<file path="src/rtl/adc_setup_pkg.sv">
// shared constants for the converter setup and clocking block
package adc_setup_pkg;
  // channel select codes
  localparam logic [5:0] CH_FIXED_REF    = 6'h3f;
  localparam logic [5:0] CH_DAC          = 6'h3e;
  localparam logic [5:0] CH_TEMP         = 6'h3d;
  localparam logic [5:0] CH_GROUND       = 6'h3c;
  localparam logic [5:0] CH_PIN_LAST     = 6'h22;
  localparam int         PIN_COUNT       = 35;
  // register offsets
  localparam logic [3:0] OFS_CONTROL     = 4'h0;
  localparam logic [3:0] OFS_CHANNEL     = 4'h1;
  localparam logic [3:0] OFS_REFERENCE   = 4'h2;
  localparam logic [3:0] OFS_CLKDIV      = 4'h3;
  localparam logic [3:0] OFS_FLAGS       = 4'h4;
  localparam logic [3:0] OFS_RESULT_LO   = 4'h5;
  localparam logic [3:0] OFS_RESULT_HI   = 4'h6;
  localparam logic [3:0] OFS_IRQCTL      = 4'h7;
  // control field positions
  localparam int         CTL_ON_BIT      = 7;
  localparam int         CTL_CONT_BIT    = 6;
  localparam int         CTL_SRC_BIT     = 4;
  localparam int         CTL_JUST_BIT    = 2;
  localparam int         CTL_GO_BIT      = 0;
  // flag / irq field positions
  localparam int         FLG_DONE_BIT    = 0;
  localparam int         IRQ_CONV_BIT    = 0;
  localparam int         IRQ_PERI_BIT    = 1;
  localparam int         IRQ_GLOB_BIT    = 2;
  // reference field positions
  localparam int         REF_NEG_BIT     = 4;
  localparam logic [2:0] PREF_SUPPLY     = 3'h0;
  localparam logic [2:0] PREF_PIN        = 3'h2;
  localparam logic [2:0] PREF_FVR1       = 3'h4;
  localparam logic [2:0] PREF_FVR2       = 3'h5;
  localparam logic [2:0] PREF_FVR4       = 3'h6;
  // reset values
  localparam logic [7:0] RST_BYTE        = 8'h00;
  // timing: a conversion is 23 half-periods (11.5 periods)
  localparam int         CONV_HALF_TAD   = 23;
  localparam int         SYNC_STAGES     = 2;
  localparam int         RESULT_BITS     = 10;
endpackage

</file>
<file path="src/rtl/adc_setup_and_clocking.sv">
// converter setup, clock selection, conversion timing, done flag and result formatting
// Contract
// - channel field routes pin codes, ground, temperature, DAC or fixed reference to sampler
// - reserved channel codes connect nothing to the sampler
// - positive reference chooses pin, supply or fixed reference at three levels
// - one bit selects negative reference pin or analog ground
// - source bit one picks internal oscillator, zero picks divided system clock
// - divider field gives even ratios from two up to one hundred twenty-eight
// - a conversion lasts eleven and a half conversion clock periods
// - control runs on selected clock; internal oscillator adds synchronisation delay
// - done flag sets after every conversion regardless of interrupt enable
// - converter runs in sleep only from the internal oscillator
// - done interrupt during sleep wakes the device to the next instruction
// - with all three enables set wake branches to handler, else in line
// - justify bit presents result left or right in the register pair
// - module powered only while on; go by software or trigger starts
// - at completion go clears unless continuous, and done flag sets
`timescale 1ns/1ns
module adc_setup_and_clocking
  import adc_setup_pkg::*;
(
  // clock and reset
  input  wire logic        clk,
  input  wire logic        reset,
  // register port
  input  wire logic [3:0]  regAddr,
  input  wire logic [7:0]  regWdata,
  input  wire logic        regWrite,
  input  wire logic        regRead,
  output logic      [7:0]  regRdata,
  // internal oscillator, already synchronous
  input  wire logic        oscTick,
  // system state
  input  wire logic        sleeping,
  input  wire logic        trigger,
  // converter core
  input  wire logic [9:0]  coreResult,
  output logic             corePower,
  output logic             coreSample,
  output logic             coreConnect,
  output logic      [5:0]  channelSel,
  output logic      [34:0] pinSelect,
  output logic             selFixedRef,
  output logic             selDac,
  output logic             selTemp,
  output logic             selGround,
  output logic      [2:0]  posRefSel,
  output logic             negRefGround,
  // wake and interrupt
  output logic             wakeUp,
  output logic             branchToIsr,
  output logic             irqRequest
);
  // control registers
  logic       on_q;
  logic       cont_q;
  logic       src_q;
  logic       just_q;
  logic       go_q;
  logic [5:0] chan_q;
  logic [2:0] pref_q;
  logic       nref_q;
  logic [5:0] div_q;
  logic       done_q;
  logic       ieConv_q;
  logic       iePeri_q;
  logic       ieGlob_q;
  logic [9:0] result_q;
  logic [7:0] rdata_q;
  logic       trigPrev_q;
  logic [SYNC_STAGES-1:0] goSync_q;

  // decoded strobes
  wire wrCtl   = regWrite && (regAddr == OFS_CONTROL);
  wire wrChan  = regWrite && (regAddr == OFS_CHANNEL);
  wire wrRef   = regWrite && (regAddr == OFS_REFERENCE);
  wire wrDiv   = regWrite && (regAddr == OFS_CLKDIV);
  wire wrFlag  = regWrite && (regAddr == OFS_FLAGS);
  wire wrIrq   = regWrite && (regAddr == OFS_IRQCTL);

  // clock selection: divided system clock or internal oscillator half-periods
  logic divTick;
  // without the internal oscillator the core is frozen in sleep
  wire  mayRun   = on_q && (src_q || !sleeping);
  // the divider restarts whenever go rises and stays in step in continuous mode, so a conversion spans exactly 23 half-periods
  wire  runDiv   = go_q && mayRun && !src_q;
  wire  oscAllow = on_q && src_q;
  wire  convTick = src_q ? (oscTick && oscAllow) : divTick;

  conv_clock_divider u_div (
    .clk      (clk),
    .reset    (reset),
    .divSel   (div_q),
    .run      (runDiv),
    .halfTick (divTick)
  );

  // go seen by the conversion logic: delayed through the oscillator domain stages when selected
  wire goSeen = src_q ? goSync_q[SYNC_STAGES-1] : go_q;
  wire active = goSeen && go_q && mayRun;

  logic lastTick;
  conv_sequencer u_seq (
    .clk      (clk),
    .reset    (reset),
    .tick     (convTick),
    .active   (active),
    .lastTick (lastTick)
  );

  wire trigEdge = trigger && !trigPrev_q;

  // synchronisation delay for the go bit on the internal oscillator, stepped at its rate
  always_ff @(posedge clk) begin
    if (reset || !go_q) begin
      goSync_q <= '0;
    end else if (oscTick) begin
      goSync_q <= {goSync_q[SYNC_STAGES-2:0], 1'b1};
    end
  end

  // control register: go set by software or trigger edge, cleared at the end unless continuous
  always_ff @(posedge clk) begin
    if (reset) begin
      {on_q, cont_q, src_q, just_q} <= 4'h0;
      go_q       <= 1'b0;
      trigPrev_q <= 1'b0;
    end else begin
      trigPrev_q <= trigger;
      if (wrCtl) begin
        on_q   <= regWdata[CTL_ON_BIT];
        cont_q <= regWdata[CTL_CONT_BIT];
        src_q  <= regWdata[CTL_SRC_BIT];
        just_q <= regWdata[CTL_JUST_BIT];
      end
      if (lastTick && !cont_q) begin
        go_q <= 1'b0;
      end else if ((wrCtl && regWdata[CTL_GO_BIT] && on_q) || (trigEdge && on_q)) begin
        go_q <= 1'b1;
      end else if (wrCtl && !regWdata[CTL_GO_BIT]) begin
        go_q <= 1'b0;
      end else if (!on_q) begin
        go_q <= 1'b0;
      end
    end
  end

  // setup registers, cleared by reset
  always_ff @(posedge clk) begin
    if (reset) begin
      chan_q <= RST_BYTE[5:0];
      pref_q <= RST_BYTE[2:0];
      nref_q <= 1'b0;
      div_q  <= RST_BYTE[5:0];
      {ieGlob_q, iePeri_q, ieConv_q} <= 3'h0;
    end else begin
      if (wrChan) chan_q <= regWdata[5:0];
      if (wrRef) begin
        pref_q <= regWdata[2:0];
        nref_q <= regWdata[REF_NEG_BIT];
      end
      if (wrDiv) div_q <= regWdata[5:0];
      if (wrIrq) begin
        ieConv_q <= regWdata[IRQ_CONV_BIT];
        iePeri_q <= regWdata[IRQ_PERI_BIT];
        ieGlob_q <= regWdata[IRQ_GLOB_BIT];
      end
    end
  end

  // done flag: hardware only sets; the set wins over a software clear in the same cycle
  always_ff @(posedge clk) begin
    if (reset) begin
      done_q <= 1'b0;
    end else if (lastTick) begin
      done_q <= 1'b1;
    end else if (wrFlag && !regWdata[FLG_DONE_BIT]) begin
      done_q <= 1'b0;
    end
  end

  // result capture; an aborted conversion leaves the old value
  always_ff @(posedge clk) begin
    if (reset) begin
      result_q <= '0;
    end else if (lastTick) begin
      result_q <= coreResult;
    end
  end

  // justified result pair
  wire [15:0] resultPair = just_q ? {6'h00, result_q} : {result_q, 6'h00};

  // read mux
  logic [7:0] rdMux;
  always_comb begin
    rdMux = 8'h00;
    unique case (regAddr)
      OFS_CONTROL:   rdMux = {on_q, cont_q, 1'b0, src_q, 1'b0, just_q, 1'b0, go_q};
      OFS_CHANNEL:   rdMux = {2'h0, chan_q};
      OFS_REFERENCE: rdMux = {3'h0, nref_q, 1'b0, pref_q};
      OFS_CLKDIV:    rdMux = {2'h0, div_q};
      OFS_FLAGS:     rdMux = {7'h00, done_q};
      OFS_RESULT_LO: rdMux = resultPair[7:0];
      OFS_RESULT_HI: rdMux = resultPair[15:8];
      OFS_IRQCTL:    rdMux = {5'h00, ieGlob_q, iePeri_q, ieConv_q};
      default:       rdMux = 8'h00;
    endcase
  end

  always_ff @(posedge clk) begin
    if (reset) rdata_q <= 8'h00;
    else if (regRead) rdata_q <= rdMux;
    else rdata_q <= 8'h00;
  end
  assign regRdata = rdata_q;

  // channel routing
  wire reservedCh = (chan_q > CH_PIN_LAST) && (chan_q < CH_GROUND);
  assign selFixedRef = (chan_q == CH_FIXED_REF);
  assign selDac      = (chan_q == CH_DAC);
  assign selTemp     = (chan_q == CH_TEMP);
  assign selGround   = (chan_q == CH_GROUND);
  assign coreConnect = !reservedCh;
  assign channelSel  = chan_q;
  genvar gi;
  generate
    for (gi = 0; gi < PIN_COUNT; gi++) begin : g_pin
      assign pinSelect[gi] = (chan_q == 6'(gi));
    end
  endgenerate

  // reference selection
  assign posRefSel    = pref_q;
  assign negRefGround = !nref_q;

  // power, sampling and wake
  assign corePower   = on_q;
  assign coreSample  = active;
  wire   irqArmed    = done_q && ieConv_q;
  assign wakeUp      = sleeping && irqArmed;
  assign branchToIsr = irqArmed && iePeri_q && ieGlob_q;
  assign irqRequest  = branchToIsr;

  done_sets_a: assert property (@(posedge clk) disable iff (reset)
    lastTick |=> done_q)
    else $error("done flag not set");
  done_sticky_a: assert property (@(posedge clk) disable iff (reset)
    (done_q && !(wrFlag && !regWdata[FLG_DONE_BIT])) |=> done_q)
    else $error("done flag cleared by hardware");
  go_clear_a: assert property (@(posedge clk) disable iff (reset)
    (lastTick && !cont_q) |=> !go_q)
    else $error("go not cleared");
  go_cont_a: assert property (@(posedge clk) disable iff (reset)
    (lastTick && cont_q && !wrCtl && on_q) |=> go_q)
    else $error("continuous go dropped");
  reserved_open_a: assert property (@(posedge clk) disable iff (reset)
    (chan_q >= 6'h23 && chan_q <= 6'h3b) |-> !coreConnect && pinSelect == '0)
    else $error("reserved channel connected");
  sleep_hold_a: assert property (@(posedge clk) disable iff (reset)
    (sleeping && !src_q) |-> !coreSample)
    else $error("converting in sleep without oscillator");
  justify_a: assert property (@(posedge clk) disable iff (reset)
    just_q |-> resultPair[15:10] == 6'h00 && resultPair[9:0] == result_q)
    else $error("right justify wrong");
  wake_isr_a: assert property (@(posedge clk) disable iff (reset)
    (sleeping && done_q && ieConv_q) |-> wakeUp && (branchToIsr == (iePeri_q && ieGlob_q)))
    else $error("wake or branch wrong");
  read_late_a: assert property (@(posedge clk) disable iff (reset)
    (regRead && regAddr == OFS_CLKDIV) |=> regRdata == {2'h0, $past(div_q)})
    else $error("read data wrong");

  // go and flag checks
  go_needs_on_a: assert property (@(posedge clk) disable iff (reset)
    !on_q |=> !go_q)
    else $error("go set while off");
  trig_start_a: assert property (@(posedge clk) disable iff (reset)
    (trigEdge && on_q && !(lastTick && !cont_q)) |=> go_q)
    else $error("trigger did not start");
  go_abort_a: assert property (@(posedge clk) disable iff (reset)
    (wrCtl && !regWdata[CTL_GO_BIT] && !trigEdge) |=> !go_q)
    else $error("go not cleared by write");
  done_clear_a: assert property (@(posedge clk) disable iff (reset)
    (wrFlag && !regWdata[FLG_DONE_BIT] && !lastTick) |=> !done_q)
    else $error("done flag not cleared");
  sync_delay_a: assert property (@(posedge clk) disable iff (reset)
    (src_q && $rose(go_q)) |-> !coreSample)
    else $error("oscillator start not delayed");
  // routing and format checks
  pin_onehot_a: assert property (@(posedge clk) disable iff (reset)
    (chan_q <= CH_PIN_LAST) |-> $onehot(pinSelect) && coreConnect)
    else $error("pin select not one-hot");
  ground_route_a: assert property (@(posedge clk) disable iff (reset)
    (chan_q == CH_GROUND) |-> selGround && coreConnect && pinSelect == '0 && !selDac && !selTemp)
    else $error("ground channel misrouted");
  justify_left_a: assert property (@(posedge clk) disable iff (reset)
    !just_q |-> resultPair[5:0] == 6'h00 && resultPair[15:6] == result_q)
    else $error("left justify wrong");
endmodule

</file>
<file path="src/rtl/conv_clock_divider.sv">
// even-ratio divider producing half-period enables of the conversion clock
`timescale 1ns/1ns
module conv_clock_divider
  import adc_setup_pkg::*;
(
  // clock and reset
  input  wire logic       clk,
  input  wire logic       reset,
  // setting
  input  wire logic [5:0] divSel,
  input  wire logic       run,
  // half-period enable
  output logic            halfTick
);
  logic [5:0] count_q;
  wire        atEnd = (count_q == 6'h00);

  // the divider reloads its field only at a boundary, so a change never makes a short half-period
  always_ff @(posedge clk) begin
    if (reset || !run) begin
      count_q <= divSel;
    end else if (atEnd) begin
      count_q <= divSel;
    end else begin
      count_q <= count_q - 6'h01;
    end
  end

  assign halfTick = run && atEnd; // half-period = divSel+1 clocks, period = 2*(divSel+1)

  divider_period_a: assert property (@(posedge clk) disable iff (reset)
    (halfTick && run && $stable(divSel)) |=> (!halfTick [*1]) or (divSel == 6'h00))
    else $error("divider tick too early");
endmodule

</file>
<file path="src/rtl/conv_sequencer.sv">
// counts the 11.5 conversion clock periods of one conversion
`timescale 1ns/1ns
module conv_sequencer
  import adc_setup_pkg::*;
(
  // clock and reset
  input  wire logic clk,
  input  wire logic reset,
  // timing
  input  wire logic tick,
  input  wire logic active,
  // completion
  output logic      lastTick
);
  logic [4:0] halves_q;
  wire        atLast = (halves_q == 5'(CONV_HALF_TAD - 1));

  // restart whenever the conversion is idle or aborted
  always_ff @(posedge clk) begin
    if (reset || !active) begin
      halves_q <= 5'h00;
    end else if (tick) begin
      halves_q <= atLast ? 5'h00 : halves_q + 5'h01;
    end
  end

  assign lastTick = active && tick && atLast;

  seq_count_a: assert property (@(posedge clk) disable iff (reset)
    lastTick |-> $past(halves_q) == 5'(CONV_HALF_TAD - 1) || halves_q == 5'(CONV_HALF_TAD - 1))
    else $error("conversion ended at wrong count");
endmodule
</file>
<file path="config.mk">
export PLATFORM = sky130hd
export DESIGN_NAME = adc_setup_and_clocking
export DESIGN_NICKNAME = d
export VERILOG_FILES = /design/src/rtl/adc_setup_pkg.sv /design/src/rtl/adc_setup_and_clocking.sv /design/src/rtl/conv_clock_divider.sv /design/src/rtl/conv_sequencer.sv
export SDC_FILE = /design/constraint.sdc
export NUM_CORES = 1
export LEC_CHECK = 0
export ABC_AREA = 1
export ABC_CLOCK_PERIOD_IN_PS = 1300
export BUFFER_PORTS_ARGS = -buffer_cell sky130_fd_sc_hd__buf_4
export CAP_MARGIN = 20
export CORE_UTILIZATION = 47
export DETAILED_ROUTE_END_ITERATION = 8
export PLACE_DENSITY = 0.77
export SETUP_SLACK_MARGIN = 0.1
export SYNTH_ARGS = -nofsm -noshare
export SYNTH_HDL_FRONTEND = slang
export SYNTH_SLANG_ARGS = --single-unit
</file>
<file path="constraint.sdc">
create_clock -name clk -period 1.3 [get_ports clk]
set_input_delay 0.065 -clock clk [delete_from_list [all_inputs] [get_ports clk]]
set_output_delay 0.065 -clock clk [all_outputs]
set_load 0.005 [all_outputs]
</file>
Word-level counts from Yosys, hierarchy flattened. Cells that the tools add are included.

Add/subtract/negate cells: 2. Order comparisons: 2. Equal/unequal tests: 47. Muxes and demuxes: 12. Bitwise logic cells: 1. Reductions and logical operators: 49.

Operators by type and width (number): $eq A6 B5 Y1 const B (16); $pmux W8 S8 (1); $eq A6 B4 Y1 const B (8); $eq A6 B6 Y1 const B (7); $logic_and A1 B1 Y1 (28); $eq A6 B3 Y1 const B (4); $eq A4 B3 Y1 const B (4); $mux W16 (1); $eq A6 B2 Y1 const B (2); $logic_not A6 Y1 (2); $mux W6 (2); $logic_not A1 Y1 (10); $eq A4 B2 Y1 const B (2); $mux W1 (7); $eq A6 B1 Y1 const B (1); $gt A6 B6 Y1 const B (1); $lt A6 B6 Y1 const B (1); $sub A6 B1 Y6 const B (1); $add A5 B1 Y5 const B (1); $eq A5 B5 Y1 const B (1); $logic_or A1 B1 Y1 (5); $mux W5 (1); $eq A4 B1 Y1 const B (1); $logic_not A4 Y1 (1); other kinds (4) (5).

Register bits after elaboration: 57. Input bits: 29. Output and inout bits: 63.

Longest topological paths before layout. Gate-level depths: netlist of run 1.

Word-level depth: 11. Depth in mapped cells: 11. Gate-level depth less buffers: 10.

Hierarchy. A second synthesis of run 1 with hierarchy kept.

Cells, all modules: 483. Area total of the unflattened synthesis: 3085.5 um2.

Modules (own cells, without submodules): adc_setup_and_clocking (times used 1, cells each 386, area each 2438.6 um2, sequential area each 920.9 um2); conv_clock_divider (times used 1, cells each 52, area each 366.6 um2, sequential area each 120.1 um2); conv_sequencer (times used 1, cells each 45, area each 280.3 um2, sequential area each 100.1 um2).

Least setup slack after synthesis of run 1. OpenSTA, ideal clock, no wires.

Kind: register -> register. Start point: reg u_div.count_q[0]. End point: reg result_q[2]. Setup time: 64 ps. Data arrival time: 1267 ps. Data required time: 1236 ps. Path slack: -30 ps. Cell stages (with the launch flop): 12. Path buffers: 1. Clock period less this slack: 1330 ps. Path through: dfxtp_1 > inv_1 > ha_1 > nand2_1 > nor2_4 > nand2_2 > nand2_4 > nand3_2 > buf_6 > nand2_1 > inv_1 > nor2_1.

Word-level cells in the longest chain between the ends: 5.

Ends and longest elaborated chain: start, declared (line conv_clock_divider.sv:15) `logic [5:0] count_q;`; start signal, assigned (line conv_clock_divider.sv:21) `count_q <= divSel;`; start signal, assigned (line conv_clock_divider.sv:23) `count_q <= divSel;`; start signal, assigned (line conv_clock_divider.sv:25) `count_q <= count_q - 6'h01;`; $logic_not A6 Y1 (line conv_clock_divider.sv:16) `wire atEnd = (count_q == 6'h00);`; $logic_and A1 B1 Y1 (line conv_clock_divider.sv:29) `assign halfTick = run && atEnd;`; $mux W1 (line adc_setup_and_clocking.sv:88) `wire convTick = src_q ? (oscTick && oscAllow) : divTick;`; $logic_and A1 B1 Y1 (2 in a row) (line conv_sequencer.sv:27) `assign lastTick = active && tick && atLast;`; end signal, assigned (line adc_setup_and_clocking.sv:187) `result_q <= coreResult;`; end, declared (line adc_setup_and_clocking.sv:68) `logic [9:0] result_q;`.

No other way between the ends. A chain may end at the register's enable or synchronous reset.

Final worst setup path of run 1.
Start point: reg chan_q[5], in the netlist channelSel[5]. End point: out coreConnect.

Word-level cells in the longest chain between the ends: 3.

Ends and longest elaborated chain: start, declared (line adc_setup_and_clocking.sv:60) `logic [5:0] chan_q;`; start signal, assigned (line adc_setup_and_clocking.sv:151) `chan_q <= RST_BYTE[5:0];`; start signal, assigned (line adc_setup_and_clocking.sv:157) `if (wrChan) chan_q <= regWdata[5:0];`; $gt A6 B6 Y1 / $lt A6 B6 Y1 (equally long branches) (line adc_setup_and_clocking.sv:219) `wire reservedCh = (chan_q > CH_PIN_LAST) && (chan_q < CH_GROUND);`; $logic_and A1 B1 Y1 (*) (line adc_setup_and_clocking.sv:219); $logic_not A1 Y1 (*) (line adc_setup_and_clocking.sv:224) `assign coreConnect = !reservedCh;`; end, declared (line adc_setup_and_clocking.sv:40) `output logic coreConnect,`.

Mark *: on every way between the ends. The rest lies on a longest branch, timed or not.

==> flow_summary.json, run 1 <==
{
  "status": "complete, but fails checks",
  "violations": "setup timing",
  "yosysMostFrequentCell": "nand2_1",
  "rsz0062_at_grt": "yes",
  "synth.distinct_cells": 29,
  "max-vdd-ir-drop_mv": 0.706,
  "num_rows": 29,
  "hold_path_depth": 3,
  "num_vias": 3830,
  "cp-start-kind": "register",
  "path_class": "register to output port",
  "die_y_um": 82.7,
  "p_leak_nw": 2.36,
  "met3_usage_pct": 9.56,
  "fin_crit_ns": 1.63,
  "rrSetupSlack_ns": -0.17,
  "slew_headroom_pct": 73.8,
  "synth.cell_area_mm2": 0.00306,
  "htree_num_levels": 3,
  "clk_latency_ns": 0.35,
  "power_switching_mw": 1.01,
  "synth_edf_count": 0,
  "hold_viol": 0,
  "cts_tree": "yes",
  "clock.fmax_ghz": 0.615,
  "pwr-share-comb_pct": 12.1,
  "routed_wl_um": 11800,
  "r2r-end": "go_q",
  "drc": 0,
  "ys_top_cells_by_area": "dfxtp_1 (37%), nand2_1 (12%), inv_1 (10%), nor2_1 (10%), a21oi_1 (5.1%)",
  "gr-usage-met1_pct": 32.5,
  "clkTransAtPathRegs_ns": 0.07,
  "design.core.area_mm2": 0.00631,
  "seq_area_frac_synth_pct": 37.3,
  "seqPwrFrac_pct": 45.3,
  "netSwitchingFraction_pct": 25.7,
  "viasPerCell": 5.32,
  "place.port_buffers": 91,
  "clock-sinks": 57,
  "hold_path_class": "input pin to register",
  "grt-ovfl-total": 0,
  "finClkSkew_ns": 0.00910,
  "clock_path_buffers": 2,
  "grt_use_total_pct": 32.3,
  "wl_per_cell_um": 16.5,
  "setup_violations": 60,
  "die_w_um": 82.7,
  "drt_first_pass_iters": 5,
  "avgSynthCellArea_um2": 6.37,
  "crit_arrival_ns": 1.56,
  "syn_nets": 512,
  "cts_root_buf": "clkbuf_8",
  "worst_pin_slew_ns": 0.393,
  "numCtsBuffers": 9,
  "diodes": 0,
  "grt_max_degree": 31,
  "synthArstFlopShare_pct": 0,
  "period_share_pct": 125,
  "reg2reg_from": "u_div.count_q[0]",
  "area_growth_pct": 71.6,
  "yosysTopAreaCell": "dfxtp_1",
  "hold_start": "regWdata[5]",
  "use_met2_pct": 57.4,
  "start_util_pct": 48.5,
  "gp_congestion": 0.850,
  "synth_commonest_cells": "nand2_1 (98), inv_1 (82), nor2_1 (82)",
  "grt_pass1_vias": 3540,
  "ys.flop_type": "dfxtp_1",
  "die-area_mm2": 0.00684,
  "hold_end": "div_q[5]",
  "p_int_mw": 2.91,
  "critPathMaxFanout": 4,
  "synth_top_cell_area_share_pct": 37.3,
  "setup_ws_ns": -0.327,
  "powerDensity_mw_per_mm2": 746,
  "fin_nets": 670,
  "drv_cap": 0,
  "dp_hpwl_um": 6730,
  "synthCells": 480,
  "hold_ws_ns": 0.0137,
  "p_clk_share_pct": 42.5,
  "slew_violations": 0,
  "drive_gt1_share_pct": 49.1,
  "grt_pass1_wl_um": 16100,
  "fin_util_pct": 83.2,
  "grt_antenna_before_repair": 0,
  "crit_required_ns": 1.24,
  "first_iter_violations": 262,
  "busiest_layer": "met2",
  "ant_nets": 0,
  "worstRegToRegCells": 10,
  "pin_count": 92,
  "power_mw": 3.92,
  "yosysWarnings": 0,
  "setup.worst_path.end_class": "output port",
  "synth-seq-cells": 57
}
timing repair:
| action | in CTS | in global routing |
|---|---|---|
| endpoints found under the hold margin | 9 | 0 |
| cloned | 3 | 0 |
| gates resized for setup | 125 | 97 |
| hold buffers | 6 | 0 |
| setup endpoints to repair | 65 | 74 |
| pin swaps | 41 | 45 |
| setup buffers | 22 | 10 |
per-layer routing:
| metal | vias to the layer above | share of wire (%) |
|---|---|---|
| li1 | 1828 | - |
| met3 | 50 | 8.5 |
| met1 | 1759 | 36 |
| met2 | 193 | 51 |
| met4 | 0 | 5.4 |
| met5 | - | 0 |
worst max-delay path, stage by stage (launching register included):
cell	delay (ns)
dfxtp_2	0.35
inv_2	0.06
buf_8	0.15
a311oi_4	0.41
nand2_1	0.10
buf_4	0.15
sequential cells by signal (all words and copies together), names as in the netlist, 2 cells and up:
register	count
result_q	10
regRdata	8
channelSel	6
div_q	6
u_div.count_q	6
u_seq.halves_q	5
posRefSel	3
goSync_q	2
final cells by class:
class                           count  area, µm²
Sequential cell                    57       1170
Inverter                           87        349
Tap cell                           77       96.3
Timing Repair Buffer              159       1350
Fill cell                         379       1060
Multi-Input combinational cell    324       2080
Clock inverter                      5       55.1
Clock buffer                       11        141
power by group through the flow:
stage | Clock (mW) | Combinational (mW) | Sequential, mW
after CTS | 1.67 | 0.408 | 1.78
after detailed placement | 0 | 0.329 | 1.82
final | 1.67 | 0.476 | 1.78
after global routing | 1.75 | 0.514 | 1.78
after floorplan | 0 | 0.156 | 1.82
after global placement | 0 | 0.322 | 1.82
cells in the final DEF, fill, tap and decap left out, types with 3 or more instances in the layout:
master,netlist,final
nand3_4,0,3
buf_4,2,118
dlygate4sd3_1,0,6
a21oi_1,31,26
inv_4,0,4
buf_6,1,33
nor2_4,2,25
dfxtp_1,57,43
a21oi_2,0,5
dfxtp_2,0,9
inv_2,5,16
nand2_2,3,21
nor3_2,0,4
nand3_1,17,13
nor2_2,8,25
nand2_1,98,65
nand4_1,12,12
nor2_1,82,42
xor2_1,5,5
nand3_2,1,3
clkbuf_8,0,10
nand2_4,1,14
o21ai_0,31,26
o21ai_1,6,7
inv_1,82,65
o21ai_2,0,3
o22ai_1,7,6
dfxtp_4,0,5
logic make-up after synthesis:
group	count (synthesis)	synth area share [%]
flops	57	37.3
xor+xnor	7	2.00
simple gates	232	32.4
compound gates	81	14.2
fa+ha+maj	3	1.23
buf+inv	100	13.0
how the worst max path moves through the flow:
stage,from,end,depth (start not counted)
floorplan,u_div.count_q[1],result_q[6],10
detailed placement,u_div.count_q[1],result_q[2],10
finish,channelSel[5],coreConnect,5
global placement,u_div.count_q[1],result_q[5],10
CTS,channelSel[1],coreConnect,7
global route,channelSel[5],coreConnect,5
metrics by stage:
| stage | worst slack, ns | std cells | TNS, ns | cell area (µm²) |
|---|---|---|---|---|
| finish | -0.327 | 720 | -8.62 | 5250 |
| CTS | -0.179 | 711 | -3.45 | 4870 |
| global placement | -0.0304 | 664 | -0.215 | 4020 |
| detailed placement | -0.0737 | 664 | -0.637 | 4020 |
| floorplan | 0.0402 | 480 | 0 | 3090 |
| global route | -0.375 | 720 | -12.33 | 5250 |
(Power assumes the default switching activity.)
==> run 2, diff against run 1 <==
SYNTH_HIERARCHICAL = 1   (was unset)
==> run 2 against run 1 <==
- largest cell class unchanged
- design area increased by 1.9%
- hold slack got worse by 0.0087 ns
- the flow still finishes with violations (setup timing)
- largest power group unchanged
- critical path depth increased by 8
- critical endpoint is now go_q
- total power decreased by 6.2%
- clock skew decreased by 0.0040 ns
==> flow_summary.json, run 2 <==
{
  "fin_util_pct": 84.3,
  "fin_setup_tns_ns": -11.61,
  "path_class": "register to register",
  "violations": "setup timing",
  "hold_path_depth": 3,
  "hold_path_class": "input pin to register",
  "synth.cell_area_mm2": 0.00309,
  "seq_area_frac_synth_pct": 37.0,
  "start_util_pct": 48.6,
  "place.port_buffers": 91,
  "design.core.area_mm2": 0.00635,
  "cp_top_family": "simple AND/OR/NAND/NOR gates",
  "slew_violations": 0,
  "ys_top_cells_by_area": "dfxtp_1 (37%), nand2_1 (14%), nor2_1 (11%), nand3_1 (6.5%), inv_1 (6.3%)",
  "crit_buf_inv": 3,
  "drt_first_pass_iters": 5,
  "worstRegToRegCells": 13,
  "clock.fmax_ghz": 0.595,
  "cp-start-kind": "register",
  "synth_top_cell_area_share_pct": 37.0,
  "topRoutingLayerUsed": "met4",
  "power_mw": 3.67,
  "synth.distinct_cells": 31,
  "grt-ovfl-total": 0,
  "num_vias": 3965,
  "critPathMaxFanout": 15,
  "viasPerCell": 5.42,
  "yosysWarnings": 6,
  "critical-path-max-stage-delay_ns": 0.34,
  "largest-register": "result_q",
  "slew_headroom_pct": 71.2,
  "grt_use_total_pct": 31.8,
  "cts_tree": "yes",
  "synth_commonest_cells": "nand2_1 (116), nor2_1 (94), dfxtp_1 (57)",
  "final_cell_mix": "buf_4 (125), nand2_1 (86), nor2_1 (51), dfxtp_1 (43), nand3_1 (36)",
  "cp_cell_sequence": "o211ai_1, nor2_1, inv_1, nor2_1, nand2_1, nand2_2, nand2_2, nor2_4, inv_2, nor2_4, inv_6, o21ai_1, a21oi_1",
  "status": "complete, but fails checks",
  "num_rows": 29,
  "htree_num_levels": 3,
  "avgSynthCellArea_um2": 6.39,
  "clkTransAtPathRegs_ns": 0.07,
  "first_iter_violations": 364,
  "grt_pass1_vias": 3737,
  "drive_gt1_share_pct": 49.1,
  "die_y_um": 83.0,
  "gp_congestion": 0.971,
  "finClkSkew_ns": 0.00511,
  "yosysTopAreaCell": "dfxtp_1",
  "dp_hpwl_um": 6990,
  "clock_path_buffers": 2,
  "grt_max_degree": 25,
  "crit_required_ns": 1.53,
  "ys.flop_type": "dfxtp_1",
  "fin_crit_ns": 1.68,
  "drc": 0,
  "synth_edf_count": 0,
  "worst_pin_slew_ns": 0.431,
  "wl_met3_um": 711,
  "numCtsBuffers": 9,
  "wl_per_cell_um": 16.5,
  "synth-seq-cells": 57,
  "diodes": 0,
  "die-area_mm2": 0.00689,
  "clock-sinks": 57,
  "routed_wl_um": 12100,
  "setup.worst_path.end_class": "register",
  "hold_viol": 0,
  "area_growth_pct": 73.4,
  "synthArstFlopShare_pct": 0,
  "final_common_cell": "buf_4",
  "cp_slowest_cell": "dfxtp_2",
  "pin_count": 92,
  "grt_pass1_wl_um": 17400,
  "wl_met1_um": 4380,
  "clk_latency_ns": 0.34,
  "fin_nets": 682,
  "cts_root_buf": "clkbuf_8",
  "syn_nets": 516,
  "ant_nets": 0,
  "setup_violations": 64,
  "met2_length_um": 6350,
  "p_leak_nw": 2.43,
  "crit_arrival_ns": 1.92,
  "powerDensity_mw_per_mm2": 686,
  "synthCells": 483,
  "period_share_pct": 129,
  "final_area_mm2": 0.00535,
  "placed_cell_area_mm2": 0.00409,
  "die_w_um": 83.0,
  "grt_antenna_before_repair": 0,
  "rsz0062_at_grt": "yes",
  "critical_path_depth": 13,
  "max-vdd-ir-drop_mv": 0.539,
  "drv_cap": 0,
  "yosysMostFrequentCell": "nand2_1",
  "setup_ws_ns": -0.382,
  "largest_reg_flops": 10
}
run 2: logic make-up (layout without fill, tap and decap cells):
logic type | count (synthesis) | count (layout) | share of synthesized area [%]
AO/OA/AOI/OAI | 69 | 69 | 11.3
XOR/XNOR | 2 | 2 | 0.568
adder cells (fa/ha/maj) | 4 | 4 | 1.62
buffers and inverters | 66 | 236 | 8.84
flip-flops | 57 | 57 | 37.0
multiplexers | 1 | 1 | 0.324
AND/OR/NAND/NOR | 284 | 285 | 40.3
run 2: worst paths after layout:
path | from | slack (ns) | endpoint
max | src_q | -0.38 | go_q
min | regWdata[3] | 0.005 | div_q[3]
max reg2reg | src_q | -0.38 | go_q
min reg2reg | u_div/count_q[0] | 0.45 | u_div/count_q[0]
run 2: metal layers:
layer / GRT usage [%] / vias to the layer above
li1: - / 1876
met1: 33.7 / 1840
met2: 58.8 / 189
met3: 6.06 / 60
met4: 17.6 / 0
met5: 0 / -
run 2: power breakdown:
part / switching, mW / internal [mW]
sequential: 0.0208 / 1.75
clock: 0.725 / 0.679
combinational: 0.273 / 0.223
run 2: worst reg2reg max path, delay by kind of cell (launching register included):
family / cells / cell delay (ns)
and+or+nand+nor: 7 / 0.68
DFF: 1 / 0.34
AOI/OAI and AO/OA: 3 / 0.33
buffers and inverters: 3 / 0.22
run 2: layout make-up:
cell class | instances | area (µm²)
well taps | 77 | 96.3
repair buffers | 166 | 1420
multi-input cells | 361 | 2240
clock buffers | 12 | 135
inverters | 54 | 262
fillers | 398 | 1000
flip-flops and latches | 57 | 1180
clock inverters | 4 | 20.0
run 2: through the flow:
| step | setup WS (ns) | hold WS, ns | instances |
|---|---|---|---|
| finish | -0.382 | 0.00505 | 731 |
| global route | -0.527 | 0.00507 | 731 |
| CTS | -0.266 | 0.00959 | 722 |
| detailed placement | -0.386 | 0.282 | 673 |
| global placement | -0.332 | 0.269 | 673 |
| floorplan | -0.412 | 0.134 | 483 |
run 2: timing repair:
item,in CTS,in global routing
hold buffers,11,0
endpoints found under the hold margin,11,0
setup endpoints to repair,68,68
gates cloned,1,0
pin swaps,45,38
resized for setup,137,95
buffers inserted,22,9
